--- src/hdl/hsw_consts.vh ---
`ifndef HSW_CONSTS_VH
`define HSW_CONSTS_VH
// byte offset of the control/status byte (bits 23:16 of dword 0xe4)
`define HSW_CSR_OFFSET 8'he6
// dword holding the byte: it sits in lane 2 of this word
`define HSW_CSR_WORD 8'he4
// byte offset of the pin status register
`define HSW_PIN_OFFSET 8'he8
`define HSW_HIDE_ARM_BIT 16
`define HSW_ENUM_MASK_BIT 17
`define HSW_PEND_BIT 18
`define HSW_LED_BIT 19
`define HSW_PI_LO_BIT 20
`define HSW_PI_HI_BIT 21
`define HSW_EXT_BIT 22
`define HSW_INS_BIT 23
`define HSW_PI_CODE 2'h1
`define HSW_HIDE_ARM_RST 1'h0
`define HSW_ENUM_MASK_RST 1'h0
`define HSW_LED_RST 1'h0
`define HSW_EXT_RST 1'h0
`define HSW_INS_RST 1'h0
`define HSW_SYNC_STAGES 3
`endif

--- src/hdl/hsw_sync.v ---
`timescale 1ns/100ps
// three-stage pin synchroniser; output changes once stages two and three agree
module hsw_sync (
   input wire clk,
   input wire rst_n,
   input wire din,
   output reg dout
);
   reg [2:0] sh_q;
   always @(posedge clk or negedge rst_n) begin
      if (!rst_n) begin
         sh_q <= 3'h0;
         dout <= 1'b0;
      end else begin
         sh_q <= {sh_q[1:0], din};
         if (sh_q[1] == sh_q[2])
            dout <= sh_q[2];
      end
   end
endmodule // hsw_sync

--- src/hdl/hsw_ctrl.v ---
`timescale 1ns/100ps
`include "hsw_consts.vh"
// Functional notes
// - while hide_arm is 1 the bridge answers no PCI transaction.
// - set hide_arm after PCI reset release with ejector handle open.
// - clear hide_arm when entering the insertion state.
// - enum_mask resets 0; 1 blocks enumeration output, 0 allows it.
// - pending_ins_ext is read-only and always reads 0.
// - led_control resets 0; 1 lights the LED, 0 leaves it dark.
// - prog_interface_code is read-only and reads binary 01.
// - extraction_flag set before removal; resets 0; write 1 clears.
// - extraction_flag set asserts enumeration_out_n low.
// - insertion_flag set only after handle closed and PCI reset released.
// - insertion_flag resets 0; write 1 clears, write 0 no effect.
// - insertion_flag set asserts enumeration_out_n low.
module hsw_ctrl (
   input wire CORE_CLK,
   input wire RESET_N,
   input wire WB_CYC_I,
   input wire WB_STB_I,
   input wire WB_WE_I,
   input wire [7:0] WB_ADR_I,
   input wire [3:0] WB_SEL_I,
   input wire [31:0] WB_DAT_I,
   output reg [31:0] WB_DAT_O,
   output reg WB_ACK_O,
   output reg WB_ERR_O,
   input wire PCI_RST_N,
   input wire HANDLE_OPEN,
   output reg ENUMERATION_OUT_N,
   output reg LED_OUT,
   output reg HIDE_OUT
);
   // hot-swap states
   localparam [3:0] ST_RESET = 4'h1;
   localparam [3:0] ST_INS = 4'h2;
   localparam [3:0] ST_RUN = 4'h4;
   localparam [3:0] ST_EXT = 4'h8;

   wire pci_rst_n_s;
   wire handle_open_s;
   reg [3:0] state_q;
   reg [3:0] state_d;
   reg hide_arm_q;
   reg enum_mask_q;
   reg led_control_q;
   reg extraction_flag_q;
   reg insertion_flag_q;
   reg pci_rst_n_prev_q;
   reg [31:0] rd_d;
   reg hit_csr;
   reg hit_pin;

   hsw_sync u_sync_rst (
      .clk(CORE_CLK),
      .rst_n(RESET_N),
      .din(PCI_RST_N),
      .dout(pci_rst_n_s)
   );

   hsw_sync u_sync_handle (
      .clk(CORE_CLK),
      .rst_n(RESET_N),
      .din(HANDLE_OPEN),
      .dout(handle_open_s)
   );

   function word_hit;
      input [7:0] adr;
      input [7:0] base;
      begin
         word_hit = (adr[7:2] == base[7:2]);
      end
   endfunction

   wire req = WB_CYC_I & WB_STB_I & ~WB_ACK_O & ~WB_ERR_O;
   wire wr_csr = req & WB_WE_I & hit_csr & WB_SEL_I[2];
   wire rst_release = pci_rst_n_s & ~pci_rst_n_prev_q;
   wire clr_ext = wr_csr & WB_DAT_I[`HSW_EXT_BIT];
   wire clr_ins = wr_csr & WB_DAT_I[`HSW_INS_BIT];

   always @* begin
      hit_csr = word_hit(WB_ADR_I, `HSW_CSR_WORD);
      hit_pin = word_hit(WB_ADR_I, `HSW_PIN_OFFSET);
   end

   // insertion on release with handle closed, extraction when handle opens
   always @* begin
      state_d = state_q;
      case (state_q)
         ST_RESET: begin
            if (rst_release && !handle_open_s)
               state_d = ST_INS;
         end
         ST_INS: begin
            if (handle_open_s)
               state_d = ST_EXT;
            else if (!insertion_flag_q)
               state_d = ST_RUN;
         end
         ST_RUN: begin
            if (handle_open_s)
               state_d = ST_EXT;
         end
         ST_EXT: begin
            if (!handle_open_s && !extraction_flag_q)
               state_d = ST_INS;
         end
         default: state_d = ST_RESET;
      endcase
      if (!pci_rst_n_s)
         state_d = ST_RESET;
   end

   always @(posedge CORE_CLK or negedge RESET_N) begin
      if (!RESET_N) begin
         state_q <= ST_RESET;
         pci_rst_n_prev_q <= 1'b0;
         hide_arm_q <= `HSW_HIDE_ARM_RST;
         enum_mask_q <= `HSW_ENUM_MASK_RST;
         led_control_q <= `HSW_LED_RST;
         extraction_flag_q <= `HSW_EXT_RST;
         insertion_flag_q <= `HSW_INS_RST;
      end else begin
         state_q <= state_d;
         pci_rst_n_prev_q <= pci_rst_n_s;
         // hardware set wins over software write
         if (rst_release && handle_open_s)
            hide_arm_q <= 1'b1;
         else if (state_d == ST_INS && state_q != ST_INS)
            hide_arm_q <= 1'b0;
         else if (wr_csr)
            hide_arm_q <= WB_DAT_I[`HSW_HIDE_ARM_BIT];
         if (wr_csr) begin
            enum_mask_q <= WB_DAT_I[`HSW_ENUM_MASK_BIT];
            led_control_q <= WB_DAT_I[`HSW_LED_BIT];
         end
         if (state_d == ST_EXT && state_q != ST_EXT)
            extraction_flag_q <= 1'b1;
         else if (clr_ext)
            extraction_flag_q <= 1'b0;
         if (state_d == ST_INS && state_q == ST_RESET)
            insertion_flag_q <= 1'b1;
         else if (clr_ins)
            insertion_flag_q <= 1'b0;
      end
   end

   always @* begin
      rd_d = 32'h0;
      if (hit_csr) begin
         rd_d[`HSW_HIDE_ARM_BIT] = hide_arm_q;
         rd_d[`HSW_ENUM_MASK_BIT] = enum_mask_q;
         rd_d[`HSW_PEND_BIT] = 1'b0;
         rd_d[`HSW_LED_BIT] = led_control_q;
         rd_d[`HSW_PI_HI_BIT:`HSW_PI_LO_BIT] = `HSW_PI_CODE;
         rd_d[`HSW_EXT_BIT] = extraction_flag_q;
         rd_d[`HSW_INS_BIT] = insertion_flag_q;
      end else if (hit_pin) begin
         rd_d[3:0] = state_q;
         rd_d[4] = handle_open_s;
         rd_d[5] = pci_rst_n_s;
      end
   end

   // one-wait-state slave; unmapped address answers with err
   always @(posedge CORE_CLK or negedge RESET_N) begin
      if (!RESET_N) begin
         WB_ACK_O <= 1'b0;
         WB_ERR_O <= 1'b0;
         WB_DAT_O <= 32'h0;
         ENUMERATION_OUT_N <= 1'b1;
         LED_OUT <= 1'b0;
         HIDE_OUT <= 1'b0;
      end else begin
         WB_ACK_O <= req & (hit_csr | hit_pin);
         WB_ERR_O <= req & ~(hit_csr | hit_pin);
         if (req && !WB_WE_I)
            WB_DAT_O <= rd_d;
         else
            WB_DAT_O <= 32'h0;
         ENUMERATION_OUT_N <= ~((extraction_flag_q | insertion_flag_q) & ~enum_mask_q);
         LED_OUT <= led_control_q;
         HIDE_OUT <= hide_arm_q;
      end
   end
endmodule // hsw_ctrl

--- config.mk ---
export PLATFORM = sky130hd
export DESIGN_NAME = hsw_ctrl
export DESIGN_NICKNAME = d
export VERILOG_FILES = /design/src/hdl/hsw_sync.v /design/src/hdl/hsw_ctrl.v
export VERILOG_INCLUDE_DIRS = /design/src /design/src/hdl
export SDC_FILE = /design/constraint.sdc
export NUM_CORES = 1
export LEC_CHECK = 0
export BUFFER_PORTS_ARGS = -buffer_cell sky130_fd_sc_hd__buf_2
export CORE_ASPECT_RATIO = 1.75
export CORE_MARGIN = 10
export CORE_UTILIZATION = 39
export DETAILED_ROUTE_END_ITERATION = 7
export GPL_ROUTABILITY_DRIVEN = 0
export HOLD_SLACK_MARGIN = 0.03
export PLACE_DENSITY = 0.84
export SETUP_SLACK_MARGIN = 0.05
export SLEW_MARGIN = 20
export SYNTH_ARGS = -nofsm -noshare
export SYNTH_HDL_FRONTEND = slang
export SYNTH_SLANG_ARGS = --single-unit
--- constraint.sdc ---
create_clock -name CORE_CLK -period 1.8 [get_ports CORE_CLK]
set_clock_uncertainty 0.1 [all_clocks]
set_input_delay 0.18 -clock CORE_CLK [delete_from_list [all_inputs] [get_ports CORE_CLK]]
set_output_delay 0.18 -clock CORE_CLK [all_outputs]
set_load 0.005 [all_outputs]
* Word-level counts from Yosys, hierarchy flattened
Index checks and enable logic that the tools add are counted.
** Storage, ports and cells
- Register bits after elaboration :: 47
- Latch bits :: 0
- Memory bits (writable) :: 0
- Memory bits (read-only) :: 0
- Input bits :: 51
- Logic and storage cells :: 80
- Memories :: 0
** Cells by class
- Add/subtract/negate cells :: 0
- Multiply operators :: 0
- Div/mod/pow operators :: 0
- $lt $le $gt $ge :: 0
- Eq/ne operators :: 12
- Shift-type cells :: 0
- Mux-type cells :: 18
- Bitwise logic cells :: 20
- Reductions and logical operators :: 13
** Operator list (number)
- $mux W24 :: 1
- $mux W4 :: 6
- $pmux W4 S4 :: 1
- $and A1 B1 Y1 :: 12
- $eq A6 B6 Y1 const B :: 2
- $mux W6 :: 2
- $eq A4 B2 Y1 const B :: 2
- $eq A4 B4 Y1 const B :: 2
- $mux W8 :: 1
- $logic_and A1 B1 Y1 :: 7
- $mux W1 :: 7
- $not A1 Y1 :: 6
- $eq A4 B1 Y1 const B :: 1
- $eq A4 B3 Y1 const B :: 1
- $ne A4 B2 Y1 const B :: 1
- $ne A4 B4 Y1 const B :: 1
- $reduce_bool A2 Y1 :: 2
- $logic_not A1 Y1 :: 3
- $reduce_bool A3 Y1 :: 1
- $eq A1 B1 Y1 :: 2
- $or A1 B1 Y1 :: 2

* Logic depth before layout (Yosys ltp)
Gate-level depths: netlist (run 1).
- Depth after elaboration :: 10
- Mapped depth :: 5
- Mapped depth without buffers :: 4

* Modules after synthesis
From an unflattened synthesis (run 1), not the netlist that was laid out.
** Second synthesis, totals
- Cell total of the unflattened synthesis :: 126
- Area total of the unflattened synthesis :: 1609.0 um^2
** Modules (own cells, without submodules)
- hsw_ctrl :: instances 1, cells each 116, area an instance 1386.3 um^2, sequential area each 678.2 um^2
- hsw_sync :: instances 2, cells each 5, area an instance 111.4 um^2, sequential area each 100.1 um^2

* Worst setup path after synthesis (run 1)
OpenSTA, ideal clock, no wires.
- Path type :: flip-flop to flip-flop
- Start point :: register state_q[0]
- End point :: register extraction_flag_q
- Arrival time :: 1.595 ns
- Slack :: 0.040 ns
- Cell stages (with the launch flop) :: 5
- Period minus slack after synthesis :: 1.760 ns
- Cell sequence :: dfstp_2 -> or4b_1 -> a2111oi_2 -> o2111a_1 -> a211o_1
** Between the ends
- Cells in the longest elaborated chain, start to end :: 7
- Elaborated cells on any way between the ends :: 16
** Ends and longest elaborated chain
- from (decl) :: RTL line hsw_ctrl.v:42 : reg [3:0] state_q;
- from (signal assigned) :: RTL line hsw_ctrl.v:125 : state_q <= state_d;
- $mux W4 :: RTL line hsw_ctrl.v:98 : else if (!insertion_flag_q)
- $mux W4 :: RTL line hsw_ctrl.v:96 : if (handle_open_s)
- $pmux W4 S4 :: RTL line hsw_ctrl.v:90 : case (state_q)
- $mux W4 :: RTL line hsw_ctrl.v:111 : if (!pci_rst_n_s)
- $eq A4 B4 Y1 :: RTL line hsw_ctrl.v:138 : if (state_d == ST_EXT && state_q != ST_EXT)
- $logic_and A1 B1 Y1 (*) :: RTL line hsw_ctrl.v:138
- $mux W1 / $reduce_bool A2 Y1 (equally long branches)
- to (signal assigned) :: RTL line hsw_ctrl.v:122 : extraction_flag_q <= `HSW_EXT_RST;
- to (decl) :: RTL line hsw_ctrl.v:47 : reg extraction_flag_q;
Mark *: on every way between the ends. The rest lies on a longest branch, timed or not.
A chain may end at the register's enable or synchronous reset.

* Final worst setup path (run 1)
Same ends and word-level chain as after synthesis.

==> run summary, run 1 <==
via count - 1,113
Post-synth EDFFs - 0
final core utilization - 50.7%
ant diodes - 0
Top Layer Used - met4
drt total wl - 3.46 mm
failing checks - negative setup slack
Initial Utilization - 40.3%
Pwr Density - 899 nW/um2
Yosys warnings - 0
Slew Viols, Final - 0
largest net degree at the start of global routing - 36
hpwl dp - 2.57 mm
Setup crit end - extraction_flag_q
Remaining DRCs - 0
Max Buffers Root-to-Sink - 2
status - finished with violations
Critical Path AT - 1.94 ns
Syn Std Cell Area - 1570 um2
vias in the first global route - 1,266
Die Height - 104 um
Ports - 88
routed wl met3 - 268 um
final worst setup slack - -0.00173 ns
H-Tree Level Count - 2
area fraction of the dominant cell type after synthesis - 52.5%
Critical Path Start Type - flip-flop
Worst-Skew Late Latency - 0.29 ns
CTS tree - yes
chip width - 68.0 um
Setup Slack @ Placement - -0.0161 ns
worst reg2reg setup slack - -0.002 ns
Num CTS Buffers - 5
fin crit share - 100%
Yosys cell types - 40
Worst setup startpoint - state_q[0]
post-CTS setup buffers - 0
Clk Tree Root Cell - clkbuf_8
Synth async-reset ratio - 100%
final setup violation count - 1
placed instance area - 1780 um2
Sink Count - 35
worst reg2reg path depth - 4
register bit total from synthesis - 35
achievable frequency - 555 MHz
share of cells above drive strength 1 - 31.0%
crit path max fanout - 2
First-pass DRT Iterations - 4
Via-to-Cell Ratio - 4.74
Final Instance Area - 1980 um2
top cells by count, synth - 33 x dfrtp_1, 20 x buf_4, 9 x and2_1
gr usage total - 10.5%
synth top area cells - dfrtp_1 53%, buf_4 9.5%, and2_1 3.6%
most numerous cell in the Yosys netlist - dfrtp_1
ys flop type - dfrtp_1
register area share after synthesis - 55.8%
WL/cell - 14.7 um
DRT antenna net count - 0
initial antenna violation count - 0
RR Endpoint - extraction_flag_q
area grow syn2layout - 25.9%
critical path class - flip-flop to flip-flop
met2 WL - 1.85 mm
Nets - 237
reg2reg start - state_q[0]
M1 WL - 1.26 mm
worst hold path type - input pin to flip-flop
Core Box Area - 3900 um2
Site Rows - 30
leakage - 1.00 nW
Hold Path Origin - WB_DAT_I[22]
Die ar. - 7070 um2
Starting DRT DRC Count - 24
max cap viols - 0
CP required - 1.94 ns
Tmin final - 1.80 ns
Mapped Cells - 136
first-pass GRT wire length - 5.64 mm
clock transition at the registers of the reported paths - 0.07 ns
maximum vdd drop - 751 uV
Syn Area/Cell - 11.6 um2
Yosys top cell by area - dfrtp_1
RSZ-0062 raised after global routing - true
port bufs - 35
Fin. Hold Viols - 0
Final Power - 1.78 mW
Worst setup EP type - flip-flop
GRT Residual Overflow - 0
[final cells by class]
class                      count  area (um2)
fill                         354        1920
clock inverter                 2        38.8
clock buffer                   6        82.6
inverter                       3        11.3
tap                           48        60.1
timing repair buffer          49         308
sequential                    35         878
multi-input combinational     92         601
[layer usage]
layer,vias to the layer above,global-route usage (%)
met5,-,0
li1,531,-
met4,0,5.64
met1,534,9.94
met2,43,17.8
met3,5,4.42
[report_power, final]
group / switching, mW / internal (mW) / total, mW / leakage [nW]
Sequential: 0.0211 / 0.826 / 0.847 / 0.450
Clock: 0.289 / 0.455 / 0.744 / 0.0618
Combinational: 0.0990 / 0.0905 / 0.189 / 0.488
Total: 0.409 / 1.37 / 1.78 / 1.00
[per-stage QoR]
| stage | instances | hold slack (ns) | setup TNS, ns |
|---|---|---|---|
| floorplan | 155 | -0.216 | 0 |
| global placement | 221 | 0.0471 | 0 |
| detailed placement | 221 | 0.0507 | -0.0161 |
| CTS | 235 | 0.0660 | -0.000150 |
| global route | 235 | 0.0916 | -0.0430 |
| finish | 235 | 0.0688 | -0.00173 |
[cells in the final DEF, fill, tap and decap left out, types with 3 or more instances in the layout]
cell and instances:
o21ai_0 3, nor4_1 5, dfrtp_1 33, dlygate4sd3_1 6
nor3_1 5, nand2_1 5, nand2b_1 5, inv_1 3
buf_2 35, buf_4 7, a21oi_1 3, clkbuf_8 6
conb_1 20, nor2_1 4, and2_1 9
[worst min-delay path by stage]
stage	to	cells past startpoint	slack (ns)
2_1_floorplan	HIDE_OUT	0	-0.22
3_3_place_gp	u_sync_handle.sh_q[0]	2	0.05
3_5_place_dp	u_sync_rst.sh_q[0]	2	0.05
4_1_cts	extraction_flag_q	3	0.07
5_1_grt	extraction_flag_q	3	0.09
6_report	extraction_flag_q	3	0.07
[state kept, by name, summed over array words and instances, names as in the netlist, 3 cells and up]
| register | cells |
|---|---|
| WB_DAT_O | 12 |
| state_q | 4 |
| u_sync_handle.sh_q | 3 |
| u_sync_rst.sh_q | 3 |
[cell families after synthesis]
kind of cell	after synthesis	synth area share [%]
mux	4	2.70
buf+inv	28	11.5
simple gates	47	19.2
compound gates	17	8.11
fa+ha+maj	2	1.27
flops	35	55.8
other cells	1	0.238
xor+xnor	2	1.11
[repair_timing]
item / 4_1_cts / 5_1_grt
cloned: 0 / 0
resized for setup: 2 / 0
endpoints found under the hold margin: 42 / 0
pin swaps: 1 / 0
hold buffers: 6 / 0
setup endpoints to repair: 1 / 1
[worst max-delay path, stage by stage (launching register included)]
cell	delay [ns]
dfstp_2	0.53
or4b_4	0.47
a2111oi_4	0.31
o2111a_1	0.24
a211o_1	0.10
(Power assumes the default switching activity.)
==> run 2: changes to the inputs <==
- RECOVER_POWER: not set -> 25
==> run summary, run 2 (synthesized netlist as in run 1, its figures left out) <==
status - finished with violations
failing checks - negative setup slack
Largest Register - WB_DAT_O
first-pass GRT wire length - 5.64 mm (unchanged)
CTS tree - yes
critical path class - flip-flop to flip-flop
leakage - 0.995 nW (-0.52%)
maximum vdd drop - 751 uV (about the same)
final setup violation count - 1 (unchanged)
initial antenna violation count - 0 (unchanged)
clock transition at the registers of the reported paths - 0.07 ns (about the same)
placed instance area - 1780 um2 (unchanged)
GR met3 Demand/Resource - 4.42% (unchanged)
Slew Viols, Final - 0 (unchanged)
fin crit share - 100% (about the same)
Nets - 237 (unchanged)
First-pass DRT Iterations - 4 (unchanged)
Fin. Hold Viols - 0 (unchanged)
ant diodes - 0 (unchanged)
WHS - 0.0688 ns (-0.0000310 ns)
Final Power - 1.78 mW (-0.25%)
commonest non-fill, non-tap cell in the layout - buf_2
crit path max fanout - 2 (unchanged)
H-Tree Level Count - 2 (unchanged)
hpwl dp - 2.57 mm (unchanged)
Via-to-Cell Ratio - 4.74 (unchanged)
Critical Path AT - 1.94 ns (about the same)
GRT Residual Overflow - 0 (unchanged)
vias in the first global route - 1,266 (unchanged)
busiest layer in global routing - met2
Worst-Skew Late Latency - 0.29 ns (about the same)
area grow syn2layout - 24.9%
Site Rows - 30 (unchanged)
worst hold path type - input pin to flip-flop
Starting DRT DRC Count - 24 (unchanged)
drt total wl - 3.47 mm (about the same)
grt met1 use - 9.94% (unchanged)
DRT antenna net count - 0 (unchanged)
port bufs - 35 (unchanged)
final core utilization - 50.3% (-0.38 points)
top flop regs - WB_DAT_O: 12 flops, state_q: 4 flops
Critical Path Start Type - flip-flop
Slew HR - 45.1%
via count - 1,113 (unchanged)
number of flip-flops in the largest register - 12 (unchanged)
achievable frequency - 555 MHz (about the same)
Remaining DRCs - 0 (unchanged)
final worst setup slack - -0.00188 ns (-0.000152 ns)
Num CTS Buffers - 5 (unchanged)
gr usage total - 10.5% (unchanged)
Sink Count - 35 (unchanged)
chip width - 68.0 um (unchanged)
share of cells above drive strength 1 - 31.0% (unchanged)
Initial Utilization - 40.3% (unchanged)
Worst setup EP type - flip-flop
Core Box Area - 3900 um2 (unchanged)
Die Height - 104 um (unchanged)
largest net degree at the start of global routing - 36 (unchanged)
max cap viols - 0 (unchanged)
Tmin final - 1.80 ns (+0.000152 ns)
CP required - 1.94 ns (about the same)
Pwr Density - 904 nW/um2 (+0.51%)
WL/cell - 14.7 um (about the same)
Final Instance Area - 1960 um2 (-0.76%)
Ports - 88 (unchanged)
Die ar. - 7070 um2 (unchanged)
most frequent cells in the layout - 35 x buf_2, 33 x dfrtp_1, 20 x conb_1
Slew @ Worst Pin - 0.823 ns
RSZ-0062 raised after global routing - true
met2 usage - 17.8% (unchanged)
Clk Tree Root Cell - clkbuf_8
Max Buffers Root-to-Sink - 2 (unchanged)
-- run 2: cell count changes in the layout (fill, tap and decap cells not counted), sizes merged --
cell,previous run,this run
buf,43,42
clkbuf,6,7
-- run 2: per-layer routing --
metal,up-vias,routed length [um]
met5,-,0
met4,0,90
met3,5,268
met2,43,1850
met1,534,1260
li1,531,-
-- run 2: path summary, 6_finish.rpt --
path	end	start	slack (ns)	cells past startpoint
min in group asynchronous	u_sync_handle.dout	RESET_N	0.49	3
hold / removal	extraction_flag_q	WB_DAT_I[22]	0.07	3
setup reg to reg	extraction_flag_q	state_q[0]	-0.002	4
setup / recovery	extraction_flag_q	state_q[0]	-0.002	4
max in group asynchronous	LED_OUT	RESET_N	0.59	3
hold reg to reg	u_sync_handle.sh_q[1]	u_sync_handle.sh_q[0]	0.25	0
-- run 2: area by class of cell --
type | count | area, um2
clock inverters | 2 | 38.8
well taps | 48 | 60.1
repair buffers | 49 | 293
fillers | 356 | 1940
clock buffers | 6 | 82.6
multi-input cells | 92 | 601
inverters | 3 | 11.3
flip-flops and latches | 35 | 878
-- run 2: critical path: stages, from the launching register on --
cell,delay (ns)
dfstp_2,0.53
or4b_4,0.47
a2111oi_4,0.31
o2111a_1,0.24
a211o_1,0.10
-- run 2: metrics by stage --
stage                     setup WS (ns)  std cells    TNS, ns
after floorplan                  0.0848        155          0
after global placement          0.00335        221          0
after detailed placement        -0.0161        221    -0.0161
after CTS                     -0.000150        235  -0.000150
after global routing            -0.0430        235    -0.0430
final                          -0.00188        235   -0.00188
-- run 2: power by group --
part	internal (mW)	switching (mW)	leakage, nW
combinational	0.0866	0.0984	0.483
sequential	0.826	0.0211	0.450
clock	0.455	0.289	0.0618
total	1.37	0.408	0.995
-- run 2: timing repair --
item                       4_1_cts  5_1_grt
pin swaps                        1        0
hold buffers                     6        0
buffers inserted                 0        0
gates resized for setup          2        0
setup endpoints to repair        1        1
hold endpoints to repair        42        0
gates cloned                     0        0
==> run 3: changes to the inputs <==
- ABC_AREA: not set -> 0
- BUFFER_PORTS_ARGS: -buffer_cell sky130_fd_sc_hd__buf_2 -> not set
- CORE_UTILIZATION: 39 -> 55
- DONT_BUFFER_PORTS: not set -> 1
- PLACE_DENSITY: 0.84 -> 0.82
==> run summary, run 3 (synthesized netlist as in run 1, its figures left out) <==
combined area of the multi-input logic cells - 607 um2 (+1.0%)
RSZ-0062 raised after global routing - true
worst hold path type - input pin to flip-flop
share of cells above drive strength 1 - 14.7% (-16 points)
initial antenna violation count - 0 (unchanged)
Worst-Skew Late Latency - 0.29 ns (about the same)
Slew Viols, Final - 0 (unchanged)
vias in the first global route - 1,185 (-6.4%)
Finished Layout Cells - 183 (-22%)
clock transition at the registers of the reported paths - 0.07 ns (about the same)
gr usage total - 13.5% (+3.0 points)
status - finished with violations
Critical Path Start Type - flip-flop
final setup violation count - 1 (unchanged)
CP required - 1.92 ns (-0.02 ns)
Ports - 88 (unchanged)
Final Power - 1.58 mW (-11%)
critical path class - flip-flop to flip-flop
chip width - 60.4 um (-11%)
DRT antenna net count - 0 (unchanged)
Site Rows - 25 (-17%)
First-pass DRT Iterations - 4 (unchanged)
Remaining DRCs - 0 (unchanged)
CP peak stage delay - 0.53 ns (about the same)
reg2reg start - state_q[0]
Pwr Density - 889 nW/um2 (-1.7%)
top flop regs - WB_DAT_O: 12 flops, state_q: 4 flops
Tmin final - 1.81 ns (+0.00772 ns)
Hold Path Origin - WB_ADR_I[2]
worst path cell trace - or4b_4 -> a2111oi_4 -> o2111a_1 -> a211o_1
via count - 1,052 (-5.5%)
crit path max fanout - 2 (unchanged)
Slew @ Worst Pin - 0.807 ns (-0.0162 ns)
maximum vdd drop - 559 uV (-26%)
Initial Utilization - 57.8% (+18 points)
Critical Path AT - 1.93 ns (about the same)
commonest non-fill, non-tap cell in the layout - dfrtp_1
Largest Register - WB_DAT_O
post-CTS setup buffers - 0 (unchanged)
CP max-delay cell - dfstp_2
Core Box Area - 2720 um2 (-30%)
fin crit share - 101% (+0.43 points)
CTS tree - yes
first-pass GRT wire length - 5.65 mm (+0.25%)
GRT Residual Overflow - 0 (unchanged)
drt total wl - 3.40 mm (-2.0%)
failing checks - negative setup slack
Nets - 206 (-13%)
Num CTS Buffers - 5 (unchanged)
max cap viols - 0 (unchanged)
final worst setup slack - -0.00961 ns (-0.00772 ns)
largest net degree at the start of global routing - 36 (unchanged)
Max Buffers Root-to-Sink - 2 (unchanged)
achievable frequency - 553 MHz (-0.43%)
Worst setup EP type - flip-flop
hpwl dp - 2.58 mm (+0.19%)
Via-to-Cell Ratio - 5.75 (+21%)
leakage - 0.835 nW (-16%)
Sink Count - 35 (unchanged)
Die ar. - 5480 um2 (-22%)
area grow syn2layout - 13.1%
Die Height - 90.7 um (-13%)
Clk Tree Root Cell - clkbuf_8
port bufs - 0 (-100%)
H-Tree Level Count - 2 (unchanged)
FF+latch area - 878 um2 (unchanged)
Worst setup startpoint - state_q[0]
# fillers - 204 (-43%)
setup tns final - -0.00961 ns (-0.00772 ns)
WL/cell - 18.6 um (+26%)
number of flip-flops in the largest register - 12 (unchanged)
Fin. Hold Viols - 0 (unchanged)
Starting DRT DRC Count - 20 (-17%)
Slew HR - 46.2% (+1.1 points)
ant diodes - 0 (unchanged)
placed insts - 164 (-26%)
most frequent cells in the layout - 33 x dfrtp_1, 20 x conb_1, 10 x dlygate4sd3_1
WHS - 0.0454 ns (-0.0234 ns)
[run 3: metrics by stage]
stage / setup slack, ns / utilization (%) / instance area, um2
after floorplan: 0.0848 / - / 1640
after global placement: 0.0576 / 57.3 / 1560
after detailed placement: 0.00519 / 57.3 / 1560
after CTS: -0.00854 / 65.9 / 1790
after global routing: -0.0801 / 65.4 / 1780
final: -0.00961 / 65.4 / 1780
[run 3: metal layers]
layer	vias to the layer above	routed length (um)	global-route usage [%]
li1	474	-	-
met4	0	129	8.46
met3	12	203	4.51
met2	49	1950	24.5
met1	517	1110	11.4
met5	-	0	0
[run 3: layout make-up]
cell class	instances	area share (%)
Multi-Input combinational cell	92	34.1
Inverter	3	0.633
Timing Repair Buffer	18	8.86
Clock buffer	7	4.85
Clock inverter	1	0.281
Sequential cell	35	49.4
Tap cell	27	1.90
[run 3: worst max-delay path: cells and delay by family (launching register included)]
family	cells	cell delay, ns
AOI/OAI and AO/OA	3	0.65
DFF	1	0.53
and+or+nand+nor	1	0.47
[run 3: repair_timing]
item / CTS / global route
hold buffers: 11 / 0
cloned: 0 / 0
hold endpoints to repair: 46 / 0
pin swaps: 1 / 0
gates resized for setup: 3 / 0
setup endpoints to repair: 1 / 1
[run 3: power breakdown]
group | switching [mW] | internal, mW | total [mW]
logic | 0.0884 | 0.0736 | 0.162
registers | 0.0241 | 0.827 | 0.851
clock network | 0.260 | 0.308 | 0.568
[run 3: final timing paths]
check	endpoint	cells after the start	slack, ns
setup / recovery	extraction_flag_q	4	-0.01
hold / removal	WB_ERR_O	3	0.05
setup reg to reg	extraction_flag_q	4	-0.01
hold reg to reg	u_sync_rst.sh_q[1]	0	0.25
max in group asynchronous	pci_rst_n_prev_q	2	0.65
min in group asynchronous	enum_mask_q	2	0.43
